`config.mk`:
```
export PLATFORM = sky130hd
export DESIGN_NAME = spso_print_out
export DESIGN_NICKNAME = d
export VERILOG_FILES = /design/src/spso_pkg.sv /design/src/spso_fifo.sv /design/src/spso_rx.sv /design/src/spso_print_out.sv
export SDC_FILE = /design/constraint.sdc
export NUM_CORES = 1
export LEC_CHECK = 0
export BUFFER_PORTS_ARGS = -buffer_cell sky130_fd_sc_hd__clkbuf_2
export CELL_PAD_IN_SITES_DETAIL_PLACEMENT = 1
export CELL_PAD_IN_SITES_GLOBAL_PLACEMENT = 2
export CORE_MARGIN = 5
export CORE_UTILIZATION = 41
export DETAILED_ROUTE_END_ITERATION = 10
export PLACE_DENSITY_LB_ADDON = 0.1
export SLEW_MARGIN = 20
export SYNTH_ARGS = -nofsm -noshare
export SYNTH_HDL_FRONTEND = slang
export SYNTH_SLANG_ARGS = --single-unit
```
`constraint.sdc`:
```
create_clock -name core_clk -period 4.6 [get_ports core_clk]
set_clock_uncertainty 0.15 [all_clocks]
set_input_delay 0.69 -clock core_clk [delete_from_list [all_inputs] [get_ports core_clk]]
set_output_delay 0.69 -clock core_clk [all_outputs]
set_load 0.02 [all_outputs]
```
`src/spso_pkg.sv`:
```
// Shared constants and carrier types for the print serial output block.
// Assumes a single 200 MHz core clock and a synchronous active-low reset.
package spso_pkg;

  // ----------------------------------------
  // Clock and bit rates
  // ----------------------------------------
  localparam int unsigned CLK_HZ_DEFAULT = 200_000_000;
  localparam int unsigned BAUD_300 = 300;
  localparam int unsigned BAUD_1200 = 1200;
  localparam int unsigned BAUD_2400 = 2400;
  localparam int unsigned BAUD_4800 = 4800;
  localparam int unsigned BAUD_9600 = 9600;
  localparam int DIV_W = 20;

  // ----------------------------------------
  // Character frame
  // ----------------------------------------
  localparam int DATA_BITS = 7;
  localparam logic [3:0] FRAME_LAST_BIT = 4'h9;
  localparam logic [3:0] PARITY_BIT_IDX = 4'h8;
  localparam logic [3:0] RX_LAST_SHIFT = 4'h7;
  localparam logic [6:0] STX_CHAR = 7'h02;
  localparam int FIFO_DEPTH = 16;

  // ----------------------------------------
  // Weight thresholds, in half increments
  // ----------------------------------------
  localparam int WEIGHT_W = 24;
  localparam logic signed [23:0] AUTO_MIN_HALF_D = 24'sh00000a;
  localparam logic signed [23:0] ZERO_BAND_HALF_D = 24'sh000001;

  typedef enum logic [2:0] {BAUD_SEL_300, BAUD_SEL_1200, BAUD_SEL_2400, BAUD_SEL_4800, BAUD_SEL_9600} spso_baud_t;
  typedef enum logic [1:0] {PAR_EVEN, PAR_ODD, PAR_ZERO} spso_parity_t;

  typedef struct packed {
    spso_baud_t baud_rate_setting;
    spso_parity_t parity_choice_setting;
    logic checksum_enable_setting;
    logic autoprint_enable_setting;
    logic continuous_mode;
  } spso_cfg_t;

  typedef struct packed {
    logic in_motion;
    logic below_gross_zero;
    logic expanded_mode;
    logic zero_captured;
    logic signed [23:0] weight_half_d;
  } spso_scale_t;

  typedef struct packed {
    logic msg_end;
    logic cks_after;
    logic [6:0] chr;
  } spso_word_t;

endpackage

```
`src/spso_fifo.sv`:
```
// Character FIFO between the message formatter and the transmitter.
// Assumes DEPTH is a power of two; both sides share core_clk.
`timescale 1ns/100ps
module spso_fifo #(
  parameter int WIDTH = 9,
  parameter int DEPTH = 16
) (
  input wire logic core_clk,
  input wire logic reset_n,
  input wire logic in_valid,
  output logic in_ready,
  input wire logic [WIDTH-1:0] in_data,
  output logic out_valid,
  input wire logic out_ready,
  output logic [WIDTH-1:0] out_data
);
  localparam int AW = $clog2(DEPTH);
  localparam logic [AW:0] FULL_CNT = (AW+1)'(DEPTH);

  logic [WIDTH-1:0] mem_q [DEPTH];
  logic [AW-1:0] wr_q, wr_d, rd_q, rd_d;
  logic [AW:0] cnt_q, cnt_d;
  logic ready_q, ready_d;
  logic push, pop;

  always_comb
  begin
    push = in_valid && ready_q;
    pop = out_valid && out_ready;
    wr_d = push ? wr_q + 1'b1 : wr_q;
    rd_d = pop ? rd_q + 1'b1 : rd_q;
    cnt_d = cnt_q + (push ? 1'b1 : 1'b0) - (pop ? 1'b1 : 1'b0);
    // Registered so the formatter sees a clean flop-driven stall
    ready_d = cnt_d != FULL_CNT;
  end

  always_ff @(posedge core_clk)
  begin
    if (!reset_n)
    begin
      wr_q <= '0;
      rd_q <= '0;
      cnt_q <= '0;
      ready_q <= 1'b0;
    end
    else
    begin
      wr_q <= wr_d;
      rd_q <= rd_d;
      cnt_q <= cnt_d;
      ready_q <= ready_d;
    end
  end

  always_ff @(posedge core_clk)
  begin
    if (push)
      mem_q[wr_q] <= in_data;
  end

  assign in_ready = ready_q;
  assign out_valid = cnt_q != '0;
  assign out_data = mem_q[rd_q];
endmodule // spso_fifo

```
`src/spso_rx.sv`:
```
// Receiver for the bidirectional terminal's receive pin.
// Assumes the pin is asynchronous; bit_div is the bit period in core_clk cycles.
`timescale 1ns/100ps
module spso_rx (
  input wire logic core_clk,
  input wire logic reset_n,
  input wire logic rxd_pin,
  input wire logic [spso_pkg::DIV_W-1:0] bit_div,
  output logic rx_valid,
  output logic [6:0] rx_char,
  output logic rx_frame_err
);
  import spso_pkg::*;

  typedef enum logic [1:0] {RX_IDLE, RX_START, RX_BITS, RX_STOP} spso_rx_state_t;

  logic s1_q, s2_q, s3_q, line_q, line_d;
  spso_rx_state_t st_q, st_d;
  logic [DIV_W-1:0] cnt_q, cnt_d;
  logic [3:0] idx_q, idx_d;
  logic [7:0] sh_q, sh_d;
  logic valid_q, valid_d, err_q, err_d;
  logic [6:0] char_q, char_d;

  always_comb
  begin
    // A level change is accepted once the second and third stages agree
    line_d = (s2_q == s3_q) ? s3_q : line_q;
    st_d = st_q;
    cnt_d = (cnt_q == '0) ? cnt_q : cnt_q - 1'b1;
    idx_d = idx_q;
    sh_d = sh_q;
    valid_d = 1'b0;
    err_d = err_q;
    char_d = char_q;
    case (st_q)
      RX_IDLE:
        if (!line_q)
        begin
          st_d = RX_START;
          cnt_d = bit_div >> 1;
        end
      RX_START:
        if (cnt_q == '0)
        begin
          st_d = line_q ? RX_IDLE : RX_BITS;
          cnt_d = bit_div - 1'b1;
          idx_d = '0;
        end
      RX_BITS:
        if (cnt_q == '0)
        begin
          sh_d = {line_q, sh_q[7:1]};
          idx_d = idx_q + 1'b1;
          cnt_d = bit_div - 1'b1;
          if (idx_q == RX_LAST_SHIFT)
            st_d = RX_STOP;
        end
      RX_STOP:
        if (cnt_q == '0)
        begin
          st_d = RX_IDLE;
          valid_d = 1'b1;
          char_d = sh_q[6:0];
          err_d = !line_q;
        end
      default: st_d = RX_IDLE;
    endcase
  end

  always_ff @(posedge core_clk)
  begin
    if (!reset_n)
    begin
      s1_q <= 1'b1;
      s2_q <= 1'b1;
      s3_q <= 1'b1;
      line_q <= 1'b1;
      st_q <= RX_IDLE;
      cnt_q <= '0;
      idx_q <= '0;
      sh_q <= '0;
      valid_q <= 1'b0;
      err_q <= 1'b0;
      char_q <= '0;
    end
    else
    begin
      s1_q <= rxd_pin;
      s2_q <= s1_q;
      s3_q <= s2_q;
      line_q <= line_d;
      st_q <= st_d;
      cnt_q <= cnt_d;
      idx_q <= idx_d;
      sh_q <= sh_d;
      valid_q <= valid_d;
      err_q <= err_d;
      char_q <= char_d;
    end
  end

  assign rx_valid = valid_q;
  assign rx_char = char_q;
  assign rx_frame_err = err_q;
endmodule // spso_rx

```
`src/spso_print_out.sv`:
```
// Print request handling and serial message output of the weighing indicator.
// Assumes a formatter that fills the character FIFO after print_start,
// scale status and settings on core_clk, and asynchronous serial pins.
//
// How it works
// - Ten-bit frame: start, seven data, parity, stop
// - Parity even, odd or forced zero
// - Bit rate 300, 1200, 2400, 4800, 9600
// - One setting enables checksum and, in demand mode only, leading STX
// - Print key, serial input, remote switch, autoprint
// - Hold request during motion, send when settled
// - Drop print below zero, expanded, zero uncaptured
// - Autoprint rearms only within half increment zero
// - Settled weight of five increments triggers autoprint
// - Autoprint works in demand and continuous modes
// - Both transmit and receive paths exist
// - Printer port transmit only; receive on terminal
// - Slow strip printer needs 300 baud both ends
// - Checksum is negated seven-bit sum of line
// - Start-of-text 02 hex sent first when enabled in demand mode
`timescale 1ns/100ps
module spso_print_out #(
  parameter int unsigned CLK_HZ = spso_pkg::CLK_HZ_DEFAULT,
  parameter int FIFO_DEPTH_P = spso_pkg::FIFO_DEPTH
) (
  input wire logic core_clk,
  input wire logic reset_n,
  input wire spso_pkg::spso_cfg_t cfg,
  input wire spso_pkg::spso_scale_t scale,
  input wire logic key_print,
  input wire logic remote_print_sw,
  input wire logic term_rxd,
  input wire logic msg_valid,
  output logic msg_ready,
  input wire spso_pkg::spso_word_t msg_word,
  output logic print_start,
  output logic print_busy,
  output logic printer_txd,
  output logic term_txd,
  output logic rx_valid,
  output logic [6:0] rx_char,
  output logic rx_frame_err
);
  import spso_pkg::*;

  // ----------------------------------------
  // Bit period selection
  // ----------------------------------------
  localparam logic [DIV_W-1:0] DIV_300 = DIV_W'(CLK_HZ / BAUD_300);
  localparam logic [DIV_W-1:0] DIV_1200 = DIV_W'(CLK_HZ / BAUD_1200);
  localparam logic [DIV_W-1:0] DIV_2400 = DIV_W'(CLK_HZ / BAUD_2400);
  localparam logic [DIV_W-1:0] DIV_4800 = DIV_W'(CLK_HZ / BAUD_4800);
  localparam logic [DIV_W-1:0] DIV_9600 = DIV_W'(CLK_HZ / BAUD_9600);

  typedef enum logic [1:0] {ST_IDLE, ST_STX, ST_DATA, ST_CKS} spso_state_t;

  function automatic logic par_of(input logic [6:0] c, input spso_parity_t p);
    case (p)
      PAR_EVEN: par_of = ^c;
      PAR_ODD: par_of = ~^c;
      default: par_of = 1'b0;
    endcase
  endfunction

  logic [DIV_W-1:0] bit_div_q, bit_div_d;
  logic sw_s1_q, sw_s2_q, sw_s3_q, sw_lvl_q, sw_lvl_d;
  logic pend_q, pend_d, armed_q, armed_d;
  spso_state_t st_q, st_d;
  logic [6:0] sum_q, sum_d;
  logic end_q, end_d, start_q, start_d, busy_q, busy_d;
  logic tx_busy_q, tx_busy_d, txd_q, txd_d, par_q, par_d;
  logic [3:0] tx_bit_q, tx_bit_d;
  logic [DIV_W-1:0] tx_div_q, tx_div_d;
  logic [9:0] tx_sh_q, tx_sh_d;
  logic tx_load, fifo_pop, fifo_valid, req_any, remote_rise, auto_fire, near_zero, inhibit, rx_ok;
  logic [6:0] ld_char;
  logic [8:0] fifo_out;
  spso_word_t head;

  // ----------------------------------------
  // Character FIFO and receiver
  // ----------------------------------------
  spso_fifo #(.WIDTH(9), .DEPTH(FIFO_DEPTH_P)) u_fifo (
    .core_clk(core_clk),
    .reset_n(reset_n),
    .in_valid(msg_valid),
    .in_ready(msg_ready),
    .in_data(msg_word),
    .out_valid(fifo_valid),
    .out_ready(fifo_pop),
    .out_data(fifo_out)
  );

  // Receive only on the terminal pin; the printer port has no input
  spso_rx u_rx (
    .core_clk(core_clk),
    .reset_n(reset_n),
    .rxd_pin(term_rxd),
    .bit_div(bit_div_q),
    .rx_valid(rx_valid),
    .rx_char(rx_char),
    .rx_frame_err(rx_frame_err)
  );

  assign head = spso_word_t'(fifo_out);

  // ----------------------------------------
  // Print request sources
  // ----------------------------------------
  always_comb
  begin
    case (cfg.baud_rate_setting)
      BAUD_SEL_300: bit_div_d = DIV_300;
      BAUD_SEL_1200: bit_div_d = DIV_1200;
      BAUD_SEL_2400: bit_div_d = DIV_2400;
      BAUD_SEL_4800: bit_div_d = DIV_4800;
      default: bit_div_d = DIV_9600;
    endcase
    sw_lvl_d = (sw_s2_q == sw_s3_q) ? sw_s3_q : sw_lvl_q;
    remote_rise = (sw_s2_q == sw_s3_q) && sw_s3_q && !sw_lvl_q;
    rx_ok = rx_valid && !rx_frame_err;
    near_zero = (scale.weight_half_d <= ZERO_BAND_HALF_D) && (scale.weight_half_d >= -ZERO_BAND_HALF_D);
    // Autoprint ignores the output mode, so it serves demand and continuous alike
    auto_fire = cfg.autoprint_enable_setting && armed_q && !scale.in_motion
      && (scale.weight_half_d >= AUTO_MIN_HALF_D);
    armed_d = armed_q;
    if (auto_fire)
      armed_d = 1'b0;
    else if (near_zero)
      armed_d = 1'b1;
    req_any = key_print || remote_rise || rx_ok || auto_fire;
    inhibit = scale.below_gross_zero || scale.expanded_mode || !scale.zero_captured;
  end

  // ----------------------------------------
  // Message sequencer
  // ----------------------------------------
  always_comb
  begin
    st_d = st_q;
    pend_d = pend_q;
    sum_d = sum_q;
    end_d = end_q;
    start_d = 1'b0;
    tx_load = 1'b0;
    ld_char = '0;
    fifo_pop = 1'b0;
    case (st_q)
      ST_IDLE:
        if (pend_q && !scale.in_motion)
        begin
          pend_d = 1'b0;
          if (!inhibit)
          begin
            start_d = 1'b1;
            sum_d = '0;
            end_d = 1'b0;
            // Leading STX belongs to demand output only
            st_d = (cfg.checksum_enable_setting && !cfg.continuous_mode) ? ST_STX : ST_DATA;
          end
        end
      ST_STX:
        if (!tx_busy_q)
        begin
          tx_load = 1'b1;
          ld_char = STX_CHAR;
          sum_d = sum_q + STX_CHAR;
          st_d = ST_DATA;
        end
      ST_DATA:
        if (!tx_busy_q && fifo_valid)
        begin
          fifo_pop = 1'b1;
          tx_load = 1'b1;
          ld_char = head.chr;
          sum_d = sum_q + head.chr;
          end_d = head.msg_end;
          if (head.cks_after && cfg.checksum_enable_setting)
            st_d = ST_CKS;
          else if (head.msg_end)
            st_d = ST_IDLE;
        end
      ST_CKS:
        if (!tx_busy_q)
        begin
          tx_load = 1'b1;
          ld_char = 7'(~sum_q + 7'h01);
          sum_d = sum_q + ld_char;
          st_d = end_q ? ST_IDLE : ST_DATA;
        end
      default: st_d = ST_IDLE;
    endcase
    // A new request in the cycle the old one is taken is kept
    if (req_any)
      pend_d = 1'b1;
    busy_d = (st_d != ST_IDLE) || tx_busy_d;
  end

  // ----------------------------------------
  // Transmitter
  // ----------------------------------------
  always_comb
  begin
    tx_busy_d = tx_busy_q;
    tx_bit_d = tx_bit_q;
    tx_div_d = tx_div_q;
    tx_sh_d = tx_sh_q;
    txd_d = txd_q;
    par_d = par_q;
    if (tx_load)
    begin
      par_d = par_of(ld_char, cfg.parity_choice_setting);
      tx_sh_d = {1'b1, par_d, ld_char, 1'b0};
      tx_busy_d = 1'b1;
      tx_bit_d = '0;
      tx_div_d = bit_div_q - 1'b1;
      txd_d = 1'b0;
    end
    else if (tx_busy_q)
    begin
      if (tx_div_q == '0)
      begin
        tx_div_d = bit_div_q - 1'b1;
        if (tx_bit_q == FRAME_LAST_BIT)
        begin
          tx_busy_d = 1'b0;
          txd_d = 1'b1;
        end
        else
        begin
          tx_bit_d = tx_bit_q + 1'b1;
          tx_sh_d = tx_sh_q >> 1;
          txd_d = tx_sh_q[1];
        end
      end
      else
        tx_div_d = tx_div_q - 1'b1;
    end
  end

  always_ff @(posedge core_clk)
  begin
    if (!reset_n)
    begin
      bit_div_q <= '0;
      sw_s1_q <= 1'b0;
      sw_s2_q <= 1'b0;
      sw_s3_q <= 1'b0;
      sw_lvl_q <= 1'b0;
      pend_q <= 1'b0;
      armed_q <= 1'b1;
      st_q <= ST_IDLE;
      sum_q <= '0;
      end_q <= 1'b0;
      start_q <= 1'b0;
      busy_q <= 1'b0;
      tx_busy_q <= 1'b0;
      tx_bit_q <= '0;
      tx_div_q <= '0;
      tx_sh_q <= '1;
      txd_q <= 1'b1;
      par_q <= 1'b0;
    end
    else
    begin
      bit_div_q <= bit_div_d;
      sw_s1_q <= remote_print_sw;
      sw_s2_q <= sw_s1_q;
      sw_s3_q <= sw_s2_q;
      sw_lvl_q <= sw_lvl_d;
      pend_q <= pend_d;
      armed_q <= armed_d;
      st_q <= st_d;
      sum_q <= sum_d;
      end_q <= end_d;
      start_q <= start_d;
      busy_q <= busy_d;
      tx_busy_q <= tx_busy_d;
      tx_bit_q <= tx_bit_d;
      tx_div_q <= tx_div_d;
      tx_sh_q <= tx_sh_d;
      txd_q <= txd_d;
      par_q <= par_d;
    end
  end

  // Both connectors carry the same transmit stream
  assign printer_txd = txd_q;
  assign term_txd = txd_q;
  assign print_start = start_q;
  assign print_busy = busy_q;
endmodule // spso_print_out

```
==> results.yml, run 1 <==
routing:
  drt_first_pass_iters: 8
  vias_per_cell: 5.540
  wl_mm: 34.37
  detail-route-antenna-nets: 0
  drc: 0
  drtIter0Drc: 493
  num_vias: 9395
  wl_per_cell_um: 20.26
power:
  power.internal_w: 0.004944
  swShare_pct: 30.33
  power_switching_w: 0.002153
  power_frac_clock_pct: 36.0
  total_power_w: 0.007096
  irDropWorstVdd_mv: 0.3326
  p_leak_nw: 5.283
  pwr_density_cell_nw_per_um2: 481.8
  combPwrFrac_pct: 23.5
  p_seq_share_pct: 40.5
place:
  place_congestion: 0.7993
  io_buffer_count: 64
  place_hpwl_mm: 24.48
critical_path:
  end_kind: "flop"
  ff2ff_setup_slack_ns: 0.85
  required_ns: 4.89
  worst-endpoint-arrival_ns: 4.04
  cp_max_fo: 11
  critPathKind: "flop to flop"
  cp-start-kind: "flop"
global_routing:
  grt_pass1_vias: 9723
  grt.overflow.total: 0
  grt_usage_pct: 19.19
  antenna_found_initial: 0
  grt_start_max_net_pins: 40
  grt_first_pass_wirelength_mm: 54.75
clock_network:
  cts.path.max_buffers: 3
  clock_latency_ns: 0.58
  numCtsBuffers: 31
  cts_max_level: 1
  cts_setup_buffers: 0
  cts_tree: "built"
  cts_root_buf: "clkbuf_16"
  path_clk_slew_ns: 0.06
  post_cts_resized: 0
  clock_sinks: 275
  cts_hold_buffers: 0
finish:
  mostFrequentLayoutCells: "nor2_1, edfxtp_1, dfxtp_1"
  drive_gt1_share_pct: 13.99
  area_growth_pct: 13.44
  nNetsFinal: 1356
  fillers: 3441
  layout_commonest_cell: "nor2_1"
  diodes: 0
yosys:
  yosysUniqueCellTypes: 82
  syn_area_per_cell_um2: 10.68
  synthTopCellsByArea: "edfxtp_1, dfxtp_1, mux4_2"
  synthArstFlopShare_pct: 0
  yosysWarnings: 0
  ys_seq_area_share_pct: 53.51
  syn-num-nets: 1303
  yosysTopAreaCell: "edfxtp_1"
  yosysTopAreaCellShare_pct: 33.31
  ys_ff_latch: 275
  synthCells: 1216
  ys.flop_type: "edfxtp_1"
  synth_area_um2: 12980
  synth_edf_count: 144
die:
  initial_core_util_pct: 41.36
  dieArea_um2: 35320
  fp.dieW_um: 187.9
  ios: 65
  core_area_um2: 31390
  die_h_um: 187.9
  fp-row-count: 65
min_path:
  hold_class: "input port to flop"
timing:
  tightest_slew_ns: 1.112
  fin_tns_setup_ns: 0
  slew_headroom_pct: 25.62
  slew_viol_final: 0
  fin_crit_ns: 3.747
  fmax_ghz: 0.2669
  hold_viol_final: 0
  fin_crit_sh_pct: 81.46
  rsz0062_at_grt: "no"
  setup_viol: 0
run:
  drv_cap: 0
status:
  outcome: "completed"
worst max-delay path, cell delays in order, from the launching register on:
cell      delay (ns)
dfxtp_2         0.57
mux4_2          0.55
and2_1          0.17
o21ai_1         0.11
nand3_1         0.16
mux2_2          0.30
ha_1            0.19
inv_1           0.07
fa_1            0.20
inv_1           0.06
a21oi_1         0.18
o21bai_1        0.12
a21o_1          0.19
a21oi_1         0.16
xor3_1          0.23
nand3_1         0.09
a31oi_1         0.09
Yosys cell counts, drive strengths merged (7+ instances only):
library cell / count
nor3: 27
inv: 43
a21oi: 91
buf: 21
mux2i: 28
dfxtp: 131
nand2: 100
nand4: 14
or3: 9
xor2: 23
clkbuf: 45
o22ai: 9
and2: 13
nor2: 153
a22oi: 18
nand2b: 15
xnor2: 26
a221oi: 13
nand3: 41
ha: 34
nor2b: 7
edfxtp: 144
a21o: 7
mux4: 27
nor4: 20
o21ai: 65
stage by stage:
stage	cell area, um2	setup WS [ns]	utilization (%)	hold WS, ns	cells
floorplan	12980	1.336	-	0.2363	1216
global placement	13660	0.9188	43.50	0.2617	1638
detailed placement	13660	0.8418	43.51	0.2595	1638
CTS	14720	0.8296	46.90	0.1360	1696
global route	14730	0.4947	46.92	0.1555	1696
finish	14730	0.8527	46.92	0.1575	1696
flip-flops by register name, indices dropped and copies added (netlist names), 2 cells and up, named ones only:
signal	cells
u_fifo.mem_q	144
st_q	2
u_fifo.cnt_q	5
u_rx.cnt_q	20
sum_q	7
u_fifo.wr_q	4
tx_bit_q	4
bit_div_q	13
u_rx.idx_q	4
u_rx.rx_char	7
u_rx.sh_q	8
u_fifo.rd_q	4
tx_div_q	20
tx_sh_q	9
final timing paths:
| path | from | endpoint | depth (start not counted) |
|---|---|---|---|
| setup / recovery | flop | sum_q[6]$_SDFFE_PN0P_ | 16 |
| hold / removal | term_rxd | u_rx.s1_q$_SDFF_PN1_ | 2 |
| setup reg to reg | flop | sum_q[6]$_SDFFE_PN0P_ | 16 |
| hold reg to reg | u_rx.s1_q$_SDFF_PN1_ | u_rx.s2_q$_SDFF_PN1_ | 1 |
power by group through the flow:
stage,sequential [W],combinational (W),clock [W]
final,0.00287,0.00166,0.00256
after global routing,0.00289,0.00189,0.00275
after floorplan,0.00289,0.00128,0
after global placement,0.00292,0.00166,0
after detailed placement,0.00292,0.00168,0
after CTS,0.00287,0.00169,0.00262
metal layers:
layer  share of wire (%)  global-route usage, %  up-vias
met3                 3.4                  2.643       34
met4                 1.5                  4.009        0
li1                    -                      -     4548
met5                   0                      0        -
met1                  49                  27.56     4664
met2                  46                  31.28      149
kinds of logic after synthesis:
group / count (synthesis) / synth area share, %
and+or+nand+nor: 428 / 15.60
DFF: 275 / 53.51
AOI/OAI and AO/OA: 258 / 12.53
buffers and inverters: 109 / 3.816
muxes: 57 / 7.045
xor gates and xnor gates: 52 / 3.836
adders and majority gates: 37 / 3.662
layout make-up:
cell class	instances	area, um2	share of cell area, %
Inverter	43	161.4	1.096
Multi-Input combinational cell	832	5553	37.70
Sequential cell	275	6948	47.18
Clock buffer	44	874.6	5.938
Tap cell	402	503.0	3.415
Timing Repair Buffer	86	498.0	3.381
Clock inverter	14	190.2	1.291
(Power assumes the default switching activity.)
==> run 2: changes to the inputs <==
--- a/config.mk
+++ b/config.mk
@@ -5,11 +5,12 @@
 export SDC_FILE = /design/constraint.sdc
 export NUM_CORES = 1
 export LEC_CHECK = 0
+export ABC_AREA = 1
 export BUFFER_PORTS_ARGS = -buffer_cell sky130_fd_sc_hd__clkbuf_2
 export CELL_PAD_IN_SITES_DETAIL_PLACEMENT = 1
 export CELL_PAD_IN_SITES_GLOBAL_PLACEMENT = 2
 export CORE_MARGIN = 5
-export CORE_UTILIZATION = 41
+export CORE_UTILIZATION = 38
 export DETAILED_ROUTE_END_ITERATION = 10
 export PLACE_DENSITY_LB_ADDON = 0.1
 export SLEW_MARGIN = 20
==> constraint.sdc (replaced) <==
create_clock -name core_clk -period 3.8 [get_ports core_clk]
set_clock_uncertainty 0.15 [all_clocks]
set_input_delay 0.57 -clock core_clk [delete_from_list [all_inputs] [get_ports core_clk]]
set_output_delay 0.57 -clock core_clk [all_outputs]
set_load 0.02 [all_outputs]
==> run 2 against run 1 <==
Critical path depth grew 6. Sequential share of layout area fell by 2.3 points. Die area increased by 12%. Non-clock buffer count increased by 14. Core utilization is 3.1 points lower. Final area increased by 5.2%.
==> results.yml, run 2 <==
yosys:
  synth-compound-area-share_pct: 12.59
  synth_common_cells: "nand2_1, nor2_1, inv_1"
  ys.flop_type: "edfxtp_1"
  yosysTopAreaCellShare_pct: 31.97
  synthAdderAreaFrac_pct: 3.441
  yosysWarnings: 0
  synthTopCellsByArea: "edfxtp_1, dfxtp_1, nand2_1"
  yosysMostFrequentCell: "nand2_1"
  synth_mux_area_share_pct: 0
  synthCells: 1610
  yosysUniqueCellTypes: 57
  yosysTopAreaCell: "edfxtp_1"
  synth_edf_count: 144
  synth_top_family_by_area: "simple AND/OR/NAND/NOR gates"
  synthArstFlopShare_pct: 0
  synth-simple-area-share_pct: 22.68
  ys_seq_area_share_pct: 51.36
  synth-xor-area-share_pct: 2.137
  syn_area_per_cell_um2: 8.402
  ys_ff_latch: 275
  syn-num-nets: 1697
  synth_area_um2: 13530
min_path:
  min_to: "sw_s1_q$_SDFF_PN0_"
  hold_depth: 3
  hp-start: "remote_print_sw"
  hold_class: "input port to flop"
finish:
  fillers: 4270
  nNetsFinal: 1771
  diodes: 0
  regArea_um2: 6948
  largest-register: "u_fifo.mem_q"
  multi_input_area_um2: 5525
  area_growth_pct: 14.53
  largest_register_ffs: 144
  stdcell_area_um2: 15490
  mostFrequentLayoutCells: "nand2_1, nor2_1, inv_1"
  reg_top3: "u_fifo.mem_q (144), tx_div_q (20), u_rx.cnt_q (20)"
  layout_commonest_cell: "nand2_1"
  drive_gt1_share_pct: 10.25
routing:
  drc: 0
  drt_first_pass_iters: 5
  vias_per_cell: 5.212
  num_vias: 11299
  wl_per_cell_um: 18.54
  wl_mm: 40.19
  drtIter0Drc: 585
  detail-route-antenna-nets: 0
clock_network:
  cts_max_level: 2
  cts_tree: "built"
  cts_setup_buffers: 0
  post_cts_resized: 0
  numCtsBuffers: 34
  cts.path.max_buffers: 3
  cts_hold_buffers: 0
  path_clk_slew_ns: 0.06
  clock_sinks: 275
  cts_root_buf: "clkbuf_16"
  clock_latency_ns: 0.52
place:
  place_hpwl_mm: 28.44
  place_congestion: 0.7903
  placed_cell_area_um2: 14360
  io_buffer_count: 64
global_routing:
  grt_usage_pct: 20.28
  antenna_found_initial: 1
  grt_start_max_net_pins: 62
  grt.overflow.total: 0
  grt_first_pass_wirelength_mm: 64.01
  grt_pass1_vias: 11695
power:
  p_leak_nw: 6.494
  irDropWorstVdd_mv: 0.3644
  pwr_density_cell_nw_per_um2: 566.0
critical_path:
  ff2ff_setup_slack_ns: 0.44
  end_kind: "flop"
  crit_slowest_cell: "fa_1"
  critPathMaxStageDelay_ns: 0.40
  critPathKind: "flop to flop"
  cp_cell_sequence: "buf_4 -> nor2_1 -> nor2_1 -> o21ai_1 -> nand3_1 -> nand3_1 -> nand2_1 -> nand2_1 -> o21ai_0 -> ha_1 -> inv_1 -> fa_1 -> nor2_1 -> o21ai_0 -> nand2_1 -> a21oi_1 -> nor2_1 -> nor2_1 -> xor2_1 -> a21oi_1 -> o21ai_0 -> a21oi_1"
  rr_endpoint: "sum_q[6]$_SDFFE_PN0P_"
  path_delay_family: "simple AND/OR/NAND/NOR gates"
  cp_max_fo: 28
  required_ns: 4.09
  worst-endpoint-arrival_ns: 3.65
  cp_common_cell: "nor2_1"
  cp-start-kind: "flop"
  r2r_cells: 22
  worst-path-buf-inv: 2
die:
  fp-row-count: 69
  core_area_um2: 35400
  fp.dieW_um: 198.7
  initial_core_util_pct: 38.21
  ios: 65
  dieArea_um2: 39470
  die_h_um: 198.7
status:
  outcome: "completed"
timing:
  fin_crit_sh_pct: 88.36
  slew_headroom_pct: 28.82
  fin_crit_ns: 3.358
  tightest_slew_ns: 1.064
  fin_tns_setup_ns: 0
  setup_viol: 0
  hold_viol_final: 0
  rsz0062_at_grt: "no"
  fmax_ghz: 0.2978
  slew_viol_final: 0
run:
  drv_cap: 0
==> run 2: cell types whose count changed in the layout (fill, tap and decap cells not counted), sizes merged, moves of 27 or more <==
cell   previous run  this run
nand2           100       310
nand3            41       104
nor2            153       235
mux2i            28         0
inv              45       187
o21ai            65       129
mux4             27         0
==> run 2: final cells by class <==
| type | count | share of cell area (%) |
|---|---|---|
| sequential | 275 | 44.85 |
| multi-input combinational | 1084 | 35.66 |
| clock buffer | 50 | 6.404 |
| inverter | 189 | 4.612 |
| timing repair buffer | 100 | 3.812 |
| tap | 461 | 3.723 |
| clock inverter | 9 | 0.9368 |
==> run 2: worst min-delay path, stage by stage <==
cell and delay (ns):
clkbuf_2 0.07, nand2_1 0.04, inv_1 0.04
==> run 2: power breakdown <==
group / internal (W) / switching (W) / leakage, nW
sequential: 0.00332 / 0.000148 / 2.36
clock: 0.00202 / 0.00126 / 0.557
combinational: 0.000665 / 0.00135 / 3.57
total: 0.00600 / 0.00277 / 6.49
==> run 2: layer usage <==
metal | wire [um] | vias to the layer above | GRT usage [%]
li1 | - | 5567 | -
met1 | 19460 | 5491 | 28.80
met2 | 18530 | 207 | 33.56
met3 | 1654 | 34 | 2.862
met4 | 547 | 0 | 3.749
met5 | 0 | - | 0
==> run 2: worst max path at each step <==
stage | end | slack [ns] | depth (start not counted)
3_5_place_dp | sum_q[6]$_SDFFE_PN0P_ | 0.48 | 22
2_1_floorplan | u_fifo.in_ready$_SDFF_PN0_ | 0.94 | 16
6_report | sum_q[6]$_SDFFE_PN0P_ | 0.44 | 22
3_3_place_gp | sum_q[6]$_SDFFE_PN0P_ | 0.59 | 22
5_1_grt | sum_q[6]$_SDFFE_PN0P_ | 0.04 | 22
4_1_cts | sum_q[6]$_SDFFE_PN0P_ | 0.41 | 22
==> run 2: cells by family (layout without fill, tap and decap cells) <==
| logic type | Yosys count | in the layout |
|---|---|---|
| simple gates | 724 | 724 |
| flops | 275 | 275 |
| compound gates | 291 | 291 |
| fa+ha+maj | 36 | 36 |
| buf+inv | 251 | 348 |
| xor+xnor | 33 | 33 |
==> run 2: through the flow <==
step	total power, W	std cells	utilization [%]	setup WS [ns]	hold slack [ns]
finish	0.008769	2168	43.77	0.4422	0.08549
CTS	0.008861	2168	43.77	0.4084	0.07062
floorplan	0.004914	1610	-	0.9376	0.2405
global route	0.009288	2168	43.77	0.04229	0.09237
detailed placement	0.005531	2109	40.56	0.4754	0.2515
global placement	0.005496	2109	40.56	0.5893	0.2455
==> run 3: changes to the inputs <==
--- a/config.mk
+++ b/config.mk
@@ -12,7 +12,7 @@
 export CORE_MARGIN = 5
 export CORE_UTILIZATION = 38
 export DETAILED_ROUTE_END_ITERATION = 10
-export PLACE_DENSITY_LB_ADDON = 0.1
+export PLACE_DENSITY_LB_ADDON = 0.12
 export SLEW_MARGIN = 20
 export SYNTH_ARGS = -nofsm -noshare
 export SYNTH_HDL_FRONTEND = slang
==> run 3 against run 2 <==
Hold slack worse by 0.0052 ns. Power down 2.2%. Critical path type unchanged. Fmax up 1.9%. Register-to-register slack better by 0.06 ns.
==> results.yml, run 3 (synthesized netlist as in run 2, its figures left out) <==
run:
  drv_cap: 0
clock_network:
  path_clk_slew_ns: 0.06
  cts.path.max_buffers: 3
  cts_setup_buffers: 0
  cts_root_buf: "clkbuf_16"
  cts_hold_buffers: 0
  numCtsBuffers: 34
  post_cts_resized: 0
  cts_tree: "built"
  clock_latency_ns: 0.53
  clock_sinks: 275
  cts_max_level: 2
finish:
  diodes: 0
  nNetsFinal: 1772
  mostFrequentLayoutCells: "nand2_1, nor2_1, inv_1"
  largest-register: "u_fifo.mem_q"
  area_growth_pct: 14.16
  layout_commonest_cell: "nand2_1"
  fillers: 4236
  drive_gt1_share_pct: 10.42
  reg_top3: "u_fifo.mem_q (144), tx_div_q (20), u_rx.cnt_q (20)"
  largest_register_ffs: 144
place:
  place_hpwl_mm: 28.03
  place_ws_ns: 0.5047
  io_buffer_count: 64
  place_congestion: 0.8109
routing:
  drc: 0
  num_vias: 11159
  drt_first_pass_iters: 5
  drtIter0Drc: 511
  wl_mm: 39.30
  wl_per_cell_um: 18.12
  detail-route-antenna-nets: 0
  vias_per_cell: 5.145
die:
  die_h_um: 198.7
  initial_core_util_pct: 38.21
  core_area_um2: 35400
  fp-row-count: 69
  dieArea_um2: 39470
  fp.dieW_um: 198.7
  ios: 65
critical_path:
  crit_end: "sum_q[6]$_SDFFE_PN0P_"
  end_kind: "flop"
  cp_max_fo: 18
  critPathKind: "flop to flop"
  required_ns: 4.10
  rr_endpoint: "sum_q[6]$_SDFFE_PN0P_"
  r2r_cells: 21
  cp-start-kind: "flop"
  ff2ff_setup_slack_ns: 0.51
  worst-endpoint-arrival_ns: 3.59
global_routing:
  grt.overflow.total: 0
  grt_first_pass_wirelength_mm: 63.54
  antenna_found_initial: 0
  grt_start_max_net_pins: 62
  grt_pass1_vias: 11764
  grt_usage_pct: 20.11
status:
  outcome: "completed"
power:
  pwr_density_cell_nw_per_um2: 555.2
  irDropWorstVdd_mv: 0.3630
  p_leak_nw: 6.468
timing:
  tightest_slew_ns: 0.7165
  fin_crit_ns: 3.294
  fmax_ghz: 0.3036
  layout_setup_ws_ns: 0.5062
  slew_headroom_pct: 52.18
  fin_crit_sh_pct: 86.68
  setup_viol: 0
  slew_viol_final: 0
  fin_tns_setup_ns: 0
  hold_viol_final: 0
  rsz0062_at_grt: "no"
min_path:
  hold_class: "input port to flop"
## run 3: worst min-delay path by stage
stage	start	endpoint	slack [ns]	cells past startpoint
4_1_cts	term_rxd	u_rx.s1_q$_SDFF_PN1_	0.07	2
3_3_place_gp	u_rx.s1_q$_SDFF_PN1_	u_rx.s2_q$_SDFF_PN1_	0.25	1
5_1_grt	term_rxd	u_rx.s1_q$_SDFF_PN1_	0.08	2
2_1_floorplan	sw_s1_q$_SDFF_PN0_	sw_s2_q$_SDFF_PN0_	0.24	2
3_5_place_dp	u_rx.s1_q$_SDFF_PN1_	u_rx.s2_q$_SDFF_PN1_	0.25	1
6_report	remote_print_sw	sw_s1_q$_SDFF_PN0_	0.08	3
## run 3: final cells by class
type,count,area (um2),share of cell area [%]
clock buffer,44,940.9,6.093
clock inverter,15,123.9,0.8021
inverter,189,714.4,4.626
multi-input combinational,1084,5528,35.80
sequential,275,6948,44.99
tap,461,576.8,3.735
timing repair buffer,101,610.6,3.954
## run 3: power by group
| part | internal (W) | switching [W] |
|---|---|---|
| Clock | 0.00183 | 0.00129 |
| Sequential | 0.00332 | 0.000153 |
| Combinational | 0.000655 | 0.00133 |
## run 3: worst max-delay path, cell delays in order (launching register included)
cell and delay [ns]:
dfxtp_1 0.32, inv_2 0.28, buf_4 0.23, o211ai_1 0.10, nand3_1 0.10, nand3_1 0.08
nand2_1 0.14, nand2_1 0.06, o21ai_0 0.08, ha_1 0.20, inv_1 0.06, fa_1 0.38
nor2_1 0.14, o21ai_0 0.09, nand2_1 0.10, a21oi_1 0.07, nor2_1 0.09, nor2_1 0.05
xor2_1 0.14, a21oi_1 0.12, o21ai_0 0.09, a21oi_1 0.12
## run 3: metal layers
metal / vias to the layer above / GRT usage (%) / part of all wire [%]
li1: 5582 / - / -
met1: 5405 / 28.83 / 49
met2: 122 / 33.03 / 46
met3: 50 / 2.591 / 2.7
met4: 0 / 3.951 / 1.5
met5: - / 0 / 0
## run 3: per-stage QoR
| step | cell area (um2) | total power [W] | instances | hold slack, ns | utilization [%] |
|---|---|---|---|---|---|
| detailed placement | 14380 | 0.005519 | 2110 | 0.2514 | 40.61 |
| finish | 15440 | 0.008573 | 2169 | 0.08033 | 43.63 |
| CTS | 15440 | 0.008678 | 2169 | 0.06574 | 43.62 |
| floorplan | 13530 | 0.004914 | 1610 | 0.2405 | - |
| global placement | 14380 | 0.005483 | 2110 | 0.2504 | 40.61 |
| global route | 15440 | 0.009117 | 2169 | 0.07837 | 43.63 |
